==> src/inc/pioc_cfg.svh <==
`ifndef PIOC_CFG_SVH
`define PIOC_CFG_SVH
// Data-memory byte addresses of the port locations
`define PIOC_ADDR_L_DATA 8'h00
`define PIOC_ADDR_L_CFG 8'h01
`define PIOC_ADDR_L_PIN 8'h02
`define PIOC_ADDR_G_DATA 8'h03
`define PIOC_ADDR_G_CFG 8'h04
`define PIOC_ADDR_G_PIN 8'h05
`define PIOC_ADDR_D_DATA 8'h06
`define PIOC_ADDR_CTRL 8'h07
// Field positions
`define PIOC_G_HALT_BIT 7
`define PIOC_G_IDLE_BIT 6
`define PIOC_G_ALTSK_BIT 6
`define PIOC_G_SO_BIT 4
`define PIOC_G_SK_BIT 5
`define PIOC_G_TIO_BIT 3
`define PIOC_CTRL_SEL_BIT 3
`define PIOC_L_PWM_CHANNEL_ONE_BIT 5
`define PIOC_L_PWM_CHANNEL_ZERO_BIT 6
`define PIOC_L_CMP2_BIT 6
`define PIOC_L_CMP1_BIT 2
// Reset values
`define PIOC_RST_BYTE 8'h00
`define PIOC_RST_D 4'hF
`endif

==> src/inc/pioc_pkg.sv <==
`default_nettype none
package pioc_pkg;
  typedef struct packed {
    logic [7:0] addr;
    logic [7:0] wdata;
    logic wr;
    logic rd;
  } pioc_bus_t;
  typedef struct packed {
    logic [7:0] out;
    logic [7:0] oe;
    logic [7:0] pull;
  } pioc_pad_t;
  // Alternate-function outputs from peripherals
  typedef struct packed {
    logic cmp1_out;
    logic cmp2_out;
    logic pwm_channel_zero;
    logic pwm_channel_zero_en;
    logic pwm_channel_one;
    logic pwm_channel_one_en;
    logic cmp1_en;
    logic cmp2_en;
    logic sk;
    logic so;
    logic tio;
    logic tio_en;
    logic osc_clk;
  } pioc_alt_t;
endpackage
`default_nettype wire

==> src/pioc_pad_cell.sv <==
`timescale 1ns/1ns
`default_nettype none
module pioc_pad_cell (
  input wire logic cfg,
  input wire logic data,
  input wire logic alt_en,
  input wire logic alt_val,
  output logic out,
  output logic oe,
  output logic pull
);
  wire logic drive = cfg | alt_en;
  // Alternate function overrides the data bit
  assign oe = drive;
  assign out = alt_en ? alt_val : data;
  assign pull = ~drive & data;
endmodule
`default_nettype wire

==> src/pioc_port_io.sv <==
// Operation
// Config/data per pin: 00 hi-Z, 01 pull-up, 10 drive low, 11 drive high.
// Each bidirectional port has config, data and read-only pin locations.
// Wake port is seven Schmitt inputs, each a wake-up source.
// Mixed port: bits 0-5 I/O, bit 6 input only, bit 7 clock out.
// Writing one to mixed data bit 7 enters HALT.
// Writing one to mixed data bit 6 enters IDLE.
// Mixed data reads return zero in bits 6 and 7.
// Mixed config bit 6 selects alternate serial clock phase.
// Output-only port is four bits, driven high during reset.
// Wake port bits 6..0 carry comparator, PWM and capture functions; the code uses bits 6, 5 and 2 only.
// Mixed port bits carry serial, timer and interrupt functions.
// Reset clears wake and mixed port registers, pins float; mixed bit 7 still drives the clock out.
// Mixed bits 5 and 4 serve serial only when select bit set.
// Enabled alternate output drives pin instead of data bit.
`timescale 1ns/1ns
`default_nettype none
`include "pioc_cfg.svh"
module pioc_port_io (
  input wire logic clk,
  input wire logic resetn,
  input wire pioc_pkg::pioc_bus_t bus,
  output logic [7:0] rdata,
  input wire logic [6:0] l_pin_in,
  output pioc_pkg::pioc_pad_t l_pad,
  input wire logic [7:0] g_pin_in,
  output pioc_pkg::pioc_pad_t g_pad,
  output logic [3:0] d_out,
  input wire pioc_pkg::pioc_alt_t alt,
  output logic [6:0] multi_input_wakeup,
  output logic halt_req,
  output logic idle_req,
  output logic sk_alt_phase,
  output logic serial_pin_select,
  output logic serial_data_in,
  output logic timer_io_pin,
  output logic timer_capture_pin,
  output logic external_interrupt_pin,
  output logic capture_input_pin
);
  import pioc_pkg::*;

  logic [6:0] l_data_ff, nxt_l_data, l_cfg_ff, nxt_l_cfg;
  logic [7:0] g_data_ff, nxt_g_data, g_cfg_ff, nxt_g_cfg;
  logic [3:0] d_ff, nxt_d;
  logic [7:0] ctrl_ff, nxt_ctrl;
  logic halt_ff, idle_ff;
  logic [7:0] rdata_ff;

  function automatic logic hit(input logic [7:0] a, input logic [7:0] k);
    hit = (a == k);
  endfunction

  wire logic wr_l_data = bus.wr & hit(bus.addr, `PIOC_ADDR_L_DATA);
  wire logic wr_l_cfg = bus.wr & hit(bus.addr, `PIOC_ADDR_L_CFG);
  wire logic wr_g_data = bus.wr & hit(bus.addr, `PIOC_ADDR_G_DATA);
  wire logic wr_g_cfg = bus.wr & hit(bus.addr, `PIOC_ADDR_G_CFG);
  wire logic wr_d = bus.wr & hit(bus.addr, `PIOC_ADDR_D_DATA);
  wire logic wr_ctrl = bus.wr & hit(bus.addr, `PIOC_ADDR_CTRL);

  assign nxt_l_data = wr_l_data ? bus.wdata[6:0] : l_data_ff;
  assign nxt_l_cfg = wr_l_cfg ? bus.wdata[6:0] : l_cfg_ff;
  assign nxt_g_data = wr_g_data ? bus.wdata : g_data_ff;
  assign nxt_g_cfg = wr_g_cfg ? bus.wdata : g_cfg_ff;
  assign nxt_d = wr_d ? bus.wdata[3:0] : d_ff;
  assign nxt_ctrl = wr_ctrl ? bus.wdata : ctrl_ff;

  always_ff @(posedge clk) begin
    if (!resetn) begin
      l_data_ff <= 7'h00;
      l_cfg_ff <= 7'h00;
      g_data_ff <= `PIOC_RST_BYTE;
      g_cfg_ff <= `PIOC_RST_BYTE;
      ctrl_ff <= `PIOC_RST_BYTE;
      d_ff <= `PIOC_RST_D;
    end else begin
      l_data_ff <= nxt_l_data;
      l_cfg_ff <= nxt_l_cfg;
      g_data_ff <= nxt_g_data;
      g_cfg_ff <= nxt_g_cfg;
      ctrl_ff <= nxt_ctrl;
      d_ff <= nxt_d;
    end
  end

  // Power modes pulse for one cycle after the write and then clear; reset also clears them
  always_ff @(posedge clk) begin
    if (!resetn) begin
      halt_ff <= 1'b0;
      idle_ff <= 1'b0;
    end else begin
      halt_ff <= wr_g_data & bus.wdata[`PIOC_G_HALT_BIT];
      idle_ff <= wr_g_data & bus.wdata[`PIOC_G_IDLE_BIT];
    end
  end
  assign halt_req = halt_ff;
  assign idle_req = idle_ff;

  // Read path; mixed data reads hide the mode bits
  wire logic [7:0] g_data_rd = {2'b00, g_data_ff[5:0]};
  wire logic [7:0] rd_mux =
    hit(bus.addr, `PIOC_ADDR_L_DATA) ? {1'b0, l_data_ff} :
    hit(bus.addr, `PIOC_ADDR_L_CFG) ? {1'b0, l_cfg_ff} :
    hit(bus.addr, `PIOC_ADDR_L_PIN) ? {1'b0, l_pin_in} :
    hit(bus.addr, `PIOC_ADDR_G_DATA) ? g_data_rd :
    hit(bus.addr, `PIOC_ADDR_G_CFG) ? g_cfg_ff :
    hit(bus.addr, `PIOC_ADDR_G_PIN) ? g_pin_in :
    hit(bus.addr, `PIOC_ADDR_D_DATA) ? {4'h0, d_ff} :
    hit(bus.addr, `PIOC_ADDR_CTRL) ? ctrl_ff : 8'h00;
  always_ff @(posedge clk) begin
    if (!resetn) rdata_ff <= 8'h00;
    else if (bus.rd) rdata_ff <= rd_mux;
  end
  assign rdata = rdata_ff;

  // Output-only port forced high while reset is low
  assign d_out = resetn ? d_ff : `PIOC_RST_D;

  assign serial_pin_select = ctrl_ff[`PIOC_CTRL_SEL_BIT];
  assign sk_alt_phase = g_cfg_ff[`PIOC_G_ALTSK_BIT];

  // Wake port alternate outputs
  logic [6:0] l_alt_en, l_alt_val;
  assign l_alt_en = {alt.pwm_channel_zero_en | alt.cmp2_en, alt.pwm_channel_one_en, 2'b00,
                     alt.cmp1_en, 2'b00};
  assign l_alt_val = {alt.pwm_channel_zero_en ? alt.pwm_channel_zero : alt.cmp2_out, alt.pwm_channel_one,
                      2'b00, alt.cmp1_out, 2'b00};

  // Mixed port: 0..5 I/O, 6 input, 7 clock out
  logic [7:0] g_alt_en, g_alt_val;
  assign g_alt_en = {2'b00, serial_pin_select, serial_pin_select,
                     alt.tio_en, 3'b000};
  assign g_alt_val = {2'b00, alt.sk, alt.so, alt.tio, 3'b000};

  logic [6:0] l_o, l_e, l_p;
  logic [5:0] g_o, g_e, g_p;
  genvar i;
  generate
    for (i = 0; i < 7; i++) begin : g_l
      pioc_pad_cell u_l (
        .cfg(l_cfg_ff[i]), .data(l_data_ff[i]),
        .alt_en(l_alt_en[i]), .alt_val(l_alt_val[i]),
        .out(l_o[i]), .oe(l_e[i]), .pull(l_p[i]));
    end
    for (i = 0; i < 6; i++) begin : g_g
      pioc_pad_cell u_g (
        .cfg(g_cfg_ff[i]), .data(g_data_ff[i]),
        .alt_en(g_alt_en[i]), .alt_val(g_alt_val[i]),
        .out(g_o[i]), .oe(g_e[i]), .pull(g_p[i]));
    end
  endgenerate
  assign l_pad = '{out: {1'b0, l_o}, oe: {1'b0, l_e}, pull: {1'b0, l_p}};
  assign g_pad = '{out: {alt.osc_clk, 1'b0, g_o},
                   oe: {1'b1, 1'b0, g_e},
                   pull: {2'b00, g_p}};

  // Schmitt-trigger inputs pass straight through, unregistered; all seven wake
  assign multi_input_wakeup = l_pin_in;
  assign capture_input_pin = l_pin_in[`PIOC_L_PWM_CHANNEL_ZERO_BIT];
  assign serial_data_in = g_pin_in[6];
  assign timer_io_pin = g_pin_in[`PIOC_G_TIO_BIT];
  assign timer_capture_pin = g_pin_in[2];
  assign external_interrupt_pin = g_pin_in[0];

  chk_halt_write: assert property (@(posedge clk) disable iff (!resetn)
    wr_g_data && bus.wdata[7] |=> halt_req)
    else $error("halt not entered");
  chk_idle_write: assert property (@(posedge clk) disable iff (!resetn)
    wr_g_data && bus.wdata[6] |=> idle_req)
    else $error("idle not entered");
  chk_g_read_top: assert property (@(posedge clk) disable iff (!resetn)
    bus.rd && hit(bus.addr, `PIOC_ADDR_G_DATA) |=> rdata[7:6] == 2'b00)
    else $error("mode bits visible");
  chk_pin_decode: assert property (@(posedge clk) disable iff (!resetn)
    (l_cfg_ff[0] |-> l_pad.oe[0] && l_pad.out[0] == l_data_ff[0]))
    else $error("pin decode wrong");
  chk_pullup_decode: assert property (@(posedge clk)
    disable iff (!resetn)
    !l_cfg_ff[3] && l_data_ff[3] |-> l_pad.pull[3] && !l_pad.oe[3])
    else $error("pull-up wrong");
  chk_d_reset: assert property (@(posedge clk)
    !resetn |-> d_out == 4'hF)
    else $error("d port not high");
  chk_reset_float: assert property (@(posedge clk)
    !resetn |=> g_pad.oe[5:0] == 6'h00 || serial_pin_select)
    else $error("mixed pins drive after reset");
  chk_sk_select: assert property (@(posedge clk) disable iff (!resetn)
    serial_pin_select |-> g_pad.oe[5] && g_pad.out[5] == alt.sk)
    else $error("serial clock not routed");
  chk_alt_phase: assert property (@(posedge clk) disable iff (!resetn)
    wr_g_cfg |=> sk_alt_phase == $past(bus.wdata[6]))
    else $error("phase select wrong");

  // Alternate routing; enables belong to the peripherals, except the serial select, which software sets in the control register
  chk_pwm_channel_zero_route: assert property (@(posedge clk) disable iff (!resetn)
    alt.pwm_channel_zero_en |-> l_pad.oe[6] && l_pad.out[6] == alt.pwm_channel_zero)
    else $error("pwm_channel_zero not routed");
  chk_cmp2_route: assert property (@(posedge clk) disable iff (!resetn)
    alt.cmp2_en && !alt.pwm_channel_zero_en |-> l_pad.out[6] == alt.cmp2_out)
    else $error("comparator 2 output not routed");
  chk_pwm_channel_one_route: assert property (@(posedge clk) disable iff (!resetn)
    alt.pwm_channel_one_en |-> l_pad.oe[5] && l_pad.out[5] == alt.pwm_channel_one)
    else $error("pwm_channel_one not routed");
  chk_cmp1_route: assert property (@(posedge clk) disable iff (!resetn)
    alt.cmp1_en |-> l_pad.oe[2] && l_pad.out[2] == alt.cmp1_out)
    else $error("comparator 1 output not routed");
  chk_timer_route: assert property (@(posedge clk)
    disable iff (!resetn)
    alt.tio_en |-> g_pad.oe[3] && g_pad.out[3] == alt.tio)
    else $error("timer output not routed");
  chk_so_select: assert property (@(posedge clk) disable iff (!resetn)
    serial_pin_select |-> g_pad.oe[4] && g_pad.out[4] == alt.so)
    else $error("serial data out not routed");
  chk_sk_unselected: assert property (@(posedge clk)
    disable iff (!resetn)
    !serial_pin_select && g_cfg_ff[5] |-> g_pad.out[5] == g_data_ff[5])
    else $error("port bit overridden");
  chk_clock_pin: assert property (@(posedge clk) disable iff (!resetn)
    g_pad.oe[7] && !g_pad.oe[6] && g_pad.out[7] == alt.osc_clk)
    else $error("clock pin or input pin wrong");
  chk_wake_inputs: assert property (@(posedge clk) disable iff (!resetn)
    multi_input_wakeup == l_pin_in)
    else $error("wake-up input lost");
  chk_pin_read: assert property (@(posedge clk) disable iff (!resetn)
    bus.rd && hit(bus.addr, `PIOC_ADDR_L_PIN) |=>
    rdata == {1'b0, $past(l_pin_in)})
    else $error("pin levels not read");
  chk_cfg_read: assert property (@(posedge clk) disable iff (!resetn)
    bus.rd && hit(bus.addr, `PIOC_ADDR_G_CFG) |=> rdata == $past(g_cfg_ff))
    else $error("config read wrong");
  chk_d_write: assert property (@(posedge clk) disable iff (!resetn)
    wr_d |=> d_out == $past(bus.wdata[3:0]))
    else $error("d port write lost");
endmodule
`default_nettype wire

==> config.mk <==
export PLATFORM = sky130hd
export DESIGN_NAME = pioc_port_io
export DESIGN_NICKNAME = d
export VERILOG_FILES = /design/src/inc/pioc_pkg.sv /design/src/pioc_pad_cell.sv /design/src/pioc_port_io.sv
export VERILOG_INCLUDE_DIRS = /design/src /design/src/inc
export SDC_FILE = /design/constraint.sdc
export NUM_CORES = 1
export LEC_CHECK = 0
export ABC_AREA = 1
export ABC_CLOCK_PERIOD_IN_PS = 1850
export BUFFER_PORTS_ARGS = -buffer_cell sky130_fd_sc_hd__buf_4
export CORE_MARGIN = 4
export CORE_UTILIZATION = 48
export CTS_CLUSTER_SIZE = 8
export DETAILED_ROUTE_END_ITERATION = 8
export GPL_TIMING_DRIVEN = 0
export PLACE_DENSITY = 0.83
export SYNTH_ARGS = -nofsm -noshare
export SYNTH_HDL_FRONTEND = slang
export SYNTH_SLANG_ARGS = --single-unit
==> constraint.sdc <==
create_clock -name clk -period 1.85 [get_ports clk]
set_clock_uncertainty 0.05 [all_clocks]
set_input_delay 0.37 -clock clk [delete_from_list [all_inputs] [get_ports clk]]
set_output_delay 0.37 -clock clk [all_outputs]
set_load 0.05 [all_outputs]
==> metrics <==
outcome=completed; Async S/R FF share, synth=0%; chip height=86.6 um; Hold Startpoint=bus[2]; pin count of the biggest net entering global routing=15; PD cells=575 nW/um^2; area taken by multi-input logic gates=1300 um^2; maximum vdd drop=383 uV; clock latency on the worst-skew pair=0.30 ns; clock tree root buffer cell=clkbuf_8; All-Layer GR Usage=22.4%; RD Place Congestion=0.876; die area=7500 um^2; worst hold path endpoint=d_ff[0]; area grow syn2layout=36.7%; number of enable flip-flop cells after synthesis=0; fmax=569 MHz; Max clock buf depth=2; WP data required=1.43 ns; CTS Sinks=50; min Tclk post-route=1.76 ns; post-synthesis register bit count=50; DR DRC count=0; commonest cells after routing, fill and taps aside=buf_4, nor2_1, nand2_1; Tot Pwr=2.33 mW; Setup WS post-layout=0.0922 ns; Worst Hold Slack=0.278 ns; # port buffers=114; Filler Cells Inserted=528; Distinct cells, synth=30; Syn Area/Cell=6.93 um^2; non-filler instance count after layout=630; Tcrit/Tclk final=95.0%; clock slew seen by the registers of the worst setup and hold paths=0.09 ns; reg2reg end=rdata[3]; commonest non-fill, non-tap cell in the layout=buf_4; dpl cell area=3940 um^2; share of layout cells above drive strength 1=39.1%; number of global-route vias before repair=2,948; final core occ=68.1%; YS warnings=0; GR Overflow Total=0; cells after synthesis=428; dpl hpwl=6800 um; Non-Filler Cell Area, Final=4060 um^2; Core Region=5960 um^2; n_diodes=0; Seq/Total Area, Yosys=33.7%; largest area contributor in the netlist=dfxtp_1; first-pass detailed-route iteration total=4; Mapped Area=2970 um^2; arrival time worst endpoint=1.34 ns; Crit. End Element=primary output; max-cap viol count=0; Synth top area share=33.7%; setup TNS=0 ns; Lkg Pwr=2.04 nW; starting density of the core=49.8%; clock buffer count from CTS=5; Placed Instances=623; Worst Path Max Fanout=3; RSZ-0062 raised after global routing=no; WL/cell=13.4 um; r2r setup slk=0.71 ns; initial antenna violation count=0; Worst Setup Start Kind=flop; H-tree levels=2; io pins=124; ranking of synthesized cells by area=dfxtp_1, buf_4, o21ai_0; Hold Fails Final Rpt=0; final setup vio count=0; R2R cell count=6; HP Class=in -> reg; fin nets=603; vias=3,147; die width=86.6 um; dpl ws=0.0128 ns; CTS tree=built; Hold Crit Depth=3; average vias per placed instance=5.00; ANT nets after route=0; first-pass GRT wire length=13,500 um; Slew Viols, Final=0; Core Rows=28; critical path type=reg -> out; ys flop type=dfxtp_1; Worst R2R Start=ctrl_ff[3]; iteration-0 DRC count of the detailed router=203; Total Wirelength=8470 um; Storage cell area=1000 um^2
==> worst max-delay path by stage <==
stage / slack [ns] / cells past startpoint / to / from
2_1_floorplan: 0.29 / 4 / g_pad[4] / ctrl_ff[3]
3_3_place_gp: 0.04 / 5 / d_out[2] / resetn
3_5_place_dp: 0.01 / 5 / d_out[0] / resetn
4_1_cts: 0.02 / 5 / d_out[0] / resetn
5_1_grt: 0.007 / 4 / l_pad[5] / l_cfg_ff[5]
6_report: 0.09 / 4 / g_pad[3] / g_cfg_ff[3]
==> flip-flops by register name (all words and copies together), names as in the netlist <==
name / count
ctrl_ff: 8
l_cfg_ff: 7
g_cfg_ff: 8
g_data_ff: 6
idle_req: 1
l_data_ff: 7
d_ff: 4
rdata: 8
halt_req: 1
==> metal layers <==
metal	up-vias	wire length, um	track usage, %
met5	-	0	0
met4	0	115	8.07
met3	14	764	4.66
met2	140	4220	39.0
met1	1426	3370	27.1
li1	1567	-	-
==> report_power, final <==
group | switching, mW | leakage, nW | internal, mW
Combinational | 0.290 | 1.58 | 0.176
Sequential | 0.00448 | 0.404 | 1.08
Clock | 0.348 | 0.0573 | 0.433
Total | 0.643 | 2.04 | 1.69
==> cell type report <==
class | count | area share, %
buffer | 71 | 12.5
clock buffer | 6 | 2.04
clock inverter | 1 | 0.740
inverter | 49 | 4.53
multi-input combinational | 264 | 32.1
sequential | 50 | 24.7
tap | 75 | 2.31
timing repair buffer | 114 | 21.2
==> cells in the mapped netlist (2+ instances only) <==
master,n
nor2_2,5
conb_1,2
nor3_1,2
inv_2,6
nand4_1,7
clkbuf_1,6
o21ai_1,6
nand2_2,4
inv_1,43
nand2_1,51
nand3_1,29
dfxtp_1,50
nor2_1,51
o21ai_0,46
buf_4,60
buf_2,4
or2_2,7
a21oi_1,37
==> repair_timing <==
item,in CTS,in global routing
gates resized for setup,0,3
hold buffers,0,0
hold endpoints to repair,0,0
endpoints found under the setup margin,0,4
buffers inserted,0,0
==> critical path, cell delays in order, from the launching register on <==
cell	delay [ns]
dfxtp_1	0.34
or2_2	0.30
nor2_1	0.10
buf_4	0.11
buf_4	0.18
==> kinds of logic after synthesis <==
group / after synthesis / synth area share [%]
buffers and inverters: 120 / 23.2
other: 2 / 0.253
AND/OR/NAND/NOR: 164 / 26.8
AO/OA/AOI/OAI: 91 / 15.7
multiplexers: 1 / 0.337
flip-flops: 50 / 33.7
Power figures use the tool's default switching activity.
